### config.mk
export PLATFORM = sky130hd
export DESIGN_NAME = tam_match
export DESIGN_NICKNAME = d
export VERILOG_FILES = /design/src/tam_pkg.sv /design/src/tam_match.sv /design/src/tam_sync.sv
export SDC_FILE = /design/constraint.sdc
export NUM_CORES = 1
export LEC_CHECK = 0
export BUFFER_PORTS_ARGS = -buffer_cell sky130_fd_sc_hd__buf_2
export CORE_MARGIN = 1.5
export CORE_UTILIZATION = 53
export CTS_CLUSTER_SIZE = 16
export DETAILED_ROUTE_END_ITERATION = 10
export PLACE_DENSITY = 0.91
export SETUP_SLACK_MARGIN = 0.2
export SKIP_LAST_GASP = 1
export SLEW_MARGIN = 10
export SYNTH_ARGS = -nofsm -noshare
export SYNTH_HDL_FRONTEND = slang
export SYNTH_SLANG_ARGS = --single-unit
### constraint.sdc
create_clock -name ref_clk -period 2.24 [get_ports ref_clk]
set_clock_uncertainty 0.15 [all_clocks]
set_input_delay 0.112 -clock ref_clk [delete_from_list [all_inputs] [get_ports ref_clk]]
set_output_delay 0.112 -clock ref_clk [all_outputs]
set_load 0.01 [all_outputs]
### src/tam_pkg.sv
// shared constants and types for the ten-bit multi-address target matcher
// assumes a single 100 MHz clock domain; no software-visible registers
package tam_pkg;

    // address phase layout
    localparam int          TAM_ADDR_BITS   = 10;       // own address width
    localparam int          TAM_BYTE_BITS   = 8;        // bits per bus byte
    localparam int          TAM_MAX_SLOTS   = 4;        // own-address slots
    localparam int          TAM_SLOT_BITS   = 2;        // slot index width
    localparam logic [4:0]  TAM_PREFIX      = 5'h1e;    // first byte upper bits 11110
    localparam int          TAM_PREFIX_POS  = 3;        // prefix sits in bits 7..3
    localparam int          TAM_HI_POS      = 1;        // upper address bits in 2..1
    localparam int          TAM_RW_POS      = 0;        // direction bit position
    localparam logic [3:0]  TAM_CNT_FULL    = 4'h8;     // bit count at byte end
    localparam logic [3:0]  TAM_CNT_LAST    = 4'h7;     // count before last bit

    // reset levels of the idle bus
    localparam logic        TAM_BUS_IDLE    = 1'b1;     // scl/sda idle high
    localparam logic        TAM_OE_N_RST    = 1'b1;     // pin released in reset
    localparam logic        TAM_SDA_OUT_RST = 1'b0;     // open drain only pulls low

    // sequencer phases, gray along idle->hi->lo->data
    typedef enum logic [2:0] {
        TAM_IDLE   = 3'h0,
        TAM_ADR_HI = 3'h1,
        TAM_ADR_LO = 3'h3,
        TAM_DATA   = 3'h2,
        TAM_IGNORE = 3'h6
    } tam_phase_type;

endpackage : tam_pkg

### src/tam_match.sv
// ten-bit multi-address target matcher for a two-wire serial bus
// assumes scl/sda arrive from pins asynchronously; sda is open drain,
// the pad pulls low when sda_oe_n is low; own addresses are quasi-static
`timescale 1ns/100ps
module tam_match
    import tam_pkg::*;
#(
    parameter int NUM_SLOTS = TAM_MAX_SLOTS
) (
    input  wire logic                                   ref_clk,
    input  wire logic                                   rst,
    input  wire logic                                   scl_in,
    input  wire logic                                   sda_in,
    input  wire logic [NUM_SLOTS-1:0]                   slot_en,
    input  wire logic [NUM_SLOTS-1:0][TAM_ADDR_BITS-1:0] own_addr,
    output logic                                        sda_out,
    output logic                                        sda_oe_n,
    output logic      [TAM_BYTE_BITS-1:0]               rx_data,
    output logic                                        rx_valid,
    output logic                                        addr_match,
    output logic      [TAM_SLOT_BITS-1:0]               match_slot,
    output logic                                        addressed
);

    // elaboration check: the slot index port is only two bits wide
    if (NUM_SLOTS < 1 || NUM_SLOTS > TAM_MAX_SLOTS) begin : g_slots_chk
        $error("tam_match: NUM_SLOTS must be 1..4");
    end

    ////////////////////////////////////////////////////////////////////////
    // state word

    typedef struct packed {
        tam_phase_type              phase;      // sequencer phase
        logic                       scl_prev;   // edge detect history
        logic                       sda_prev;   // edge detect history
        logic [3:0]                 bit_cnt;    // bits of current byte
        logic [TAM_BYTE_BITS-1:0]   shift;      // incoming bits
        logic                       ack_pend;   // ack owed at next scl fall
        logic                       ack_on;     // driving the ack bit
        logic [1:0]                 hi;         // upper address bits seen
        logic [TAM_BYTE_BITS-1:0]   lo;         // lower address bits matched
        logic                       sda_oe_n;   // pin drive, low drives
        logic                       sda_out;    // pin level while driven
        logic [TAM_BYTE_BITS-1:0]   rx_data;    // last data byte
        logic                       rx_valid;   // one-cycle byte strobe
        logic                       matched;    // one-cycle match strobe
        logic [TAM_SLOT_BITS-1:0]   slot;       // matching slot index
        logic                       addressed;  // selected until stop/start
    } tam_st_type;

    tam_st_type st_ff;      // registered state
    tam_st_type nxt_st;     // next state

    ////////////////////////////////////////////////////////////////////////
    // pin synchronisation and bus conditions

    logic [1:0] pins_s;     // synchronised {scl, sda}
    logic       scl_s;      // synchronised clock line
    logic       sda_s;      // synchronised data line

    tam_sync #(
        .WIDTH (2)
    ) u_sync (
        .ref_clk (ref_clk),
        .rst     (rst),
        .d       ({scl_in, sda_in}),
        .q       (pins_s)
    );

    assign scl_s = pins_s[1];
    assign sda_s = pins_s[0];

    logic scl_rise;         // clock line rose
    logic scl_fall;         // clock line fell
    logic start_cond;       // sda falls with scl high
    logic stop_cond;        // sda rises with scl high

    assign scl_rise   = scl_s & ~st_ff.scl_prev;
    assign scl_fall   = ~scl_s & st_ff.scl_prev;
    assign start_cond = scl_s & st_ff.scl_prev & st_ff.sda_prev & ~sda_s;
    assign stop_cond  = scl_s & st_ff.scl_prev & ~st_ff.sda_prev & sda_s;

    ////////////////////////////////////////////////////////////////////////
    // address comparison against every slot

    logic [TAM_BYTE_BITS-1:0]   rx_byte;    // byte completed this cycle
    logic                       byte_done;  // eighth bit sampled now
    logic                       prefix_ok;  // first byte carries 11110
    logic                       hi_any;     // some slot shares upper bits
    logic                       full_any;   // some slot matches all ten bits
    logic [TAM_SLOT_BITS-1:0]   full_slot;  // lowest fully matching slot

    assign rx_byte   = {st_ff.shift[TAM_BYTE_BITS-2:0], sda_s};
    assign byte_done = scl_rise && (st_ff.bit_cnt == TAM_CNT_LAST)
                       && (st_ff.phase != TAM_IDLE) && (st_ff.phase != TAM_IGNORE);
    assign prefix_ok = (rx_byte[TAM_BYTE_BITS-1:TAM_PREFIX_POS] == TAM_PREFIX);

    // each slot compared whole; upper and lower halves never mix across slots
    always_comb begin
        hi_any    = 1'b0;
        full_any  = 1'b0;
        full_slot = '0;
        for (int i = NUM_SLOTS - 1; i >= 0; i--) begin
            if (slot_en[i] && own_addr[i][9:8] == rx_byte[TAM_HI_POS+1:TAM_HI_POS]) begin
                hi_any = 1'b1;
            end
            if (slot_en[i] && own_addr[i] == {st_ff.hi, rx_byte}) begin
                full_any  = 1'b1;
                full_slot = TAM_SLOT_BITS'(i);
            end
        end
    end

    ////////////////////////////////////////////////////////////////////////
    // sequencer

    // stop and start override everything; bits shift on scl rise,
    // ack drive changes only on scl fall so sda is stable while scl high
    always_comb begin
        nxt_st          = st_ff;
        nxt_st.scl_prev = scl_s;
        nxt_st.sda_prev = sda_s;
        nxt_st.rx_valid = 1'b0;
        nxt_st.matched  = 1'b0;
        if (stop_cond) begin
            // bus free: back to idle, release sda, clear bit count, ack state and addressed
            nxt_st.phase     = TAM_IDLE;
            nxt_st.bit_cnt   = '0;
            nxt_st.ack_pend  = 1'b0;
            nxt_st.ack_on    = 1'b0;
            nxt_st.sda_oe_n  = TAM_OE_N_RST;
            nxt_st.addressed = 1'b0;
        end else if (start_cond) begin
            // start or repeated start ends any ignore period
            nxt_st.phase     = TAM_ADR_HI;
            nxt_st.bit_cnt   = '0;
            nxt_st.ack_pend  = 1'b0;
            nxt_st.ack_on    = 1'b0;
            nxt_st.sda_oe_n  = TAM_OE_N_RST;
            nxt_st.addressed = 1'b0;
        end else if (byte_done) begin
            nxt_st.shift   = rx_byte;
            nxt_st.bit_cnt = TAM_CNT_FULL;
            unique case (st_ff.phase)
                TAM_ADR_HI: begin
                    // reads are left to the transfer engine: only writes ack here
                    if (prefix_ok && !rx_byte[TAM_RW_POS] && hi_any) begin
                        nxt_st.ack_pend = 1'b1;
                        nxt_st.hi       = rx_byte[TAM_HI_POS+1:TAM_HI_POS];
                        nxt_st.phase    = TAM_ADR_LO;
                    end else begin
                        nxt_st.phase    = TAM_IGNORE;
                    end
                end
                TAM_ADR_LO: begin
                    if (full_any) begin
                        nxt_st.ack_pend  = 1'b1;
                        nxt_st.lo        = rx_byte;
                        nxt_st.slot      = full_slot;
                        nxt_st.matched   = 1'b1;
                        nxt_st.addressed = 1'b1;
                        nxt_st.phase     = TAM_DATA;
                    end else begin
                        nxt_st.phase     = TAM_IGNORE;
                    end
                end
                TAM_DATA: begin
                    // only reachable after a full match
                    nxt_st.rx_data  = rx_byte;
                    nxt_st.rx_valid = 1'b1;
                    nxt_st.ack_pend = 1'b1;
                end
                default: begin
                    nxt_st.phase = TAM_IGNORE;
                end
            endcase
        end else if (scl_rise && st_ff.bit_cnt < TAM_CNT_LAST
                     && st_ff.phase != TAM_IDLE && st_ff.phase != TAM_IGNORE) begin
            // ordinary data bit
            nxt_st.shift   = rx_byte;
            nxt_st.bit_cnt = st_ff.bit_cnt + 4'h1;
        end else if (scl_fall && st_ff.bit_cnt == TAM_CNT_FULL) begin
            if (st_ff.ack_on) begin
                // ack bit over: release and start next byte
                nxt_st.ack_on   = 1'b0;
                nxt_st.sda_oe_n = TAM_OE_N_RST;
                nxt_st.bit_cnt  = '0;
            end else if (st_ff.ack_pend) begin
                nxt_st.ack_pend = 1'b0;
                nxt_st.ack_on   = 1'b1;
                nxt_st.sda_oe_n = 1'b0;
            end else begin
                nxt_st.bit_cnt  = '0;
            end
        end
    end

    // register; released pin and idle bus after reset
    always_ff @(posedge ref_clk) begin
        if (rst) begin
            st_ff          <= '0;
            st_ff.scl_prev <= TAM_BUS_IDLE;
            st_ff.sda_prev <= TAM_BUS_IDLE;
            st_ff.sda_oe_n <= TAM_OE_N_RST;
            st_ff.sda_out  <= TAM_SDA_OUT_RST;
        end else begin
            st_ff <= nxt_st;
        end
    end

    assign sda_out    = st_ff.sda_out;
    assign sda_oe_n   = st_ff.sda_oe_n;
    assign rx_data    = st_ff.rx_data;
    assign rx_valid   = st_ff.rx_valid;
    assign addr_match = st_ff.matched;
    assign match_slot = st_ff.slot;
    assign addressed  = st_ff.addressed;
endmodule : tam_match

### src/tam_sync.sv
// two-stage synchroniser for pin inputs
// assumes inputs are asynchronous to ref_clk; reset value is the idle bus level
`timescale 1ns/100ps
module tam_sync
    import tam_pkg::*;
#(
    parameter int WIDTH = 2
) (
    input  wire logic             ref_clk,
    input  wire logic             rst,
    input  wire logic [WIDTH-1:0] d,
    output logic      [WIDTH-1:0] q
);

    // elaboration check: at least one line to synchronise
    if (WIDTH < 1) begin : g_width_chk
        $error("tam_sync: WIDTH must be at least 1");
    end

    // both stages as one state word
    typedef struct packed {
        logic [WIDTH-1:0] s1;   // first stage, read only by s2
        logic [WIDTH-1:0] s2;   // second stage, safe to use
    } tam_sync_st_type;

    tam_sync_st_type st_ff;     // registered state
    tam_sync_st_type nxt_st;    // next state

    // shift through two flops
    always_comb begin
        nxt_st    = st_ff;
        nxt_st.s1 = d;
        nxt_st.s2 = st_ff.s1;
    end

    // register; reset to idle-high bus
    always_ff @(posedge ref_clk) begin
        if (rst) begin
            st_ff <= {(2*WIDTH){TAM_BUS_IDLE}};
        end else begin
            st_ff <= nxt_st;
        end
    end

    assign q = st_ff.s2;

endmodule : tam_sync

==> impl_metrics.toml <==
[clock_tree]
cts_tree = "yes"
root_buffer = "clkbuf_8"
cts.sinks = 38
clk-insertion-delay-late_ns = 0.29
ctsHtreeMaxLevel = 2
clk_path_buf_depth = 2
clkSlewWorstSetupHoldPaths_ns = 0.08
cts_buffers = 5

[placed_design]
placedInstanceArea_mm2 = 0.00259
gp_congestion = 0.828
dpl.cell_count = 348
place.detailed.hpwl_mm = 4.09
port-buffer-count = 61

[layout]
stdcell_area_mm2 = 0.00279
fin_util = 0.640
areaGrowthSynthToFinish_pct = 16.0
fin_nets = 358
diodes = 0
finalNonFillerCells = 361
drive_above_1_share = 0.385

[critical_path]
cp-end-kind = "flip-flop"
startpoint_type = "flip-flop"
worstPathMaxFanout = 8
crit_required_ns = 2.26
worstSetupPathType = "reg2reg"
critPathArrivalTime_ns = 1.98

[synthesis]
syn_nets = 308
avgSynthCellArea_um2 = 9.31
synth_cell_types = 55
synth-async-reset-ratio = 0
synth_edf_count = 0
yosys_warnings = 0
ys.flop_type = "dfxtp_1"
netlist_area_mm2 = 0.00240
synth_top_cell_by_area = "dfxtp_1"
ys_ff_latch = 38
netlist_instances = 258
seq_area_frac_synth = 0.317
yosysTopAreaCellShare = 0.317
yosys-top-cells-area = "dfxtp_1, xnor2_1, mux2i_1"

[global_routing]
gr-total-overflow = 0
grt_max_degree = 31
grt_pass1_vias = 1886
antenna_found_initial = 0
grt_use_total = 0.235
grt_pass1_wl_mm = 9.07

[timing]
slew_violations = 0
fmax_ghz = 0.511
setup_violations = 0
rsz0062_at_grt = "no"
finalHoldViolCount = 0
max-slew-margin-rel = 0.639
setup_tns_ns = 0
worstMarginPinSlew_ns = 0.542
final.period_utilization = 0.873
period_minus_slack_ns = 1.96
hold_ws_ns = 0.136

[die]
num_io_pins = 63
core_area_mm2 = 0.00435
die_h_um = 70.3
start_util = 0.552
dieArea_mm2 = 0.00495
dieWidth_um = 70.3
placementRows = 24

[route]
drt-initial-drc-count = 72
dr.pass1.iters = 4
remaining_drc_errors = 0
wl_per_cell_um = 15.7
wl_mm = 5.66
drtAntennaViolNets = 0
vias = 1946
drt-vias-per-instance = 5.39

[run_status]
status = "completed"

[power_and_ir_drop]
vdd_drop_max_mv = 0.339
powerDensity_mw_per_mm2 = 506
leakage_nw = 1.22

[min_path]
hold_class = "in2reg"

[job]
drv_cap = 0
-- cells in the mapped netlist, types with 2 or more instances --
library cell / count
nand2_1: 11
nor3_1: 2
nand4_1: 8
or2_2: 6
or3_1: 2
o21ai_0: 4
nand3b_1: 2
nor2_1: 32
nand3_1: 11
ha_1: 2
buf_6: 7
nor3_2: 2
dfxtp_1: 38
xnor2_1: 45
inv_1: 3
nor2b_4: 2
a21oi_1: 5
mux2i_1: 19
xnor2_2: 3
a31oi_1: 3
clkbuf_1: 3
buf_4: 15
-- logic make-up (layout without fill, tap and decap cells) --
logic type      after synthesis  after routing  synth area share
compound gates               26             26            0.0912
simple gates                 93             93             0.217
buf+inv                      29             80            0.0911
xor+xnor                     49             49             0.188
flops                        38             38             0.317
mux                          20             20            0.0839
fa+ha+maj                     2              2            0.0104
other cells                   1              1           0.00156
-- power by group --
| part | switching [W] | total (W) | internal [W] |
|---|---|---|---|
| registers | 0.00000900 | 0.000683 | 0.000674 |
| logic | 0.0000716 | 0.000153 | 0.0000815 |
| clock network | 0.000241 | 0.000574 | 0.000333 |
-- worst max-delay path, stage by stage, from the launching register on --
cell and delay (ns):
dfxtp_2 0.46, xnor2_1 0.14, nand4_1 0.10, or3_1 0.37
nor2b_4 0.17, a21oi_4 0.17, mux2i_1 0.21, nor2_1 0.05
-- flip-flops by register name, summed over array words and instances, names as in the netlist --
name / cells
u_sync.nxt_st: 2
rx_valid: 1
match_slot: 2
rx_data: 8
u_sync.q: 2
sda_oe_n: 1
rx_byte: 7
st_ff: 13
addr_match: 1
addressed: 1
-- what timing repair did --
item                                    in CTS  in global routing
setup buffers                                0                  3
pin swaps                                    0                  0
gates cloned                                 0                  0
resized for setup                            8                 14
endpoints found under the hold margin        2                  0
endpoints found under the setup margin       7                  9
hold buffers                                 2                  0
-- layout by cell type (no fill, tap or decap), drive strengths merged, types with 2 or more instances in the layout --
master       instances
a21o                 2
a21oi                7
a31oi                3
and2                 3
buf                 67
clkbuf               7
dfxtp               38
dlygate4sd3          2
ha                   2
inv                  3
mux2i               19
nand2               13
nand3               11
nand3b               2
nand4                8
nor2                34
nor2b                3
nor3                 4
nor3b                2
o211a                2
o21ai                5
or2                  7
or3                  2
xnor2               48
-- metrics by stage --
step                      setup WS (ns)  power [W]
final                             0.284    0.00141
after global routing              0.195    0.00145
after CTS                         0.206    0.00142
after detailed placement         0.0776   0.000850
after global placement            0.117   0.000846
after floorplan                   0.395   0.000786
-- path summary, 6_finish.rpt --
kind                                        from             to  slack (ns)  depth (start not counted)
worst max-delay path                  rx_byte[6]  match_slot[1]        0.28                          7
worst min register to register  u_sync.nxt_st[0]    u_sync.q[0]        0.26                          1
worst max register to register        rx_byte[6]  match_slot[1]        0.28                          7
worst min-delay path                         rst       rx_valid        0.14                          2
-- final cells by class --
type                            count  area (um2)
Tap cell                           52        65.1
Clock inverter                      1        30.0
Clock buffer                        7        76.3
Fill cell                         331        1570
Inverter                            3        11.3
Sequential cell                    38         791
Timing Repair Buffer               69         370
Multi-Input combinational cell    191        1440
-- routing by layer --
metal | part of all wire | GRT usage | up-vias
li1 | - | - | 954
met1 | 0.40 | 0.274 | 903
met2 | 0.50 | 0.400 | 73
met3 | 0.060 | 0.0534 | 16
met4 | 0.031 | 0.115 | 0
met5 | 0 | 0 | -
No activity file was read; power rests on OpenSTA's default activity.
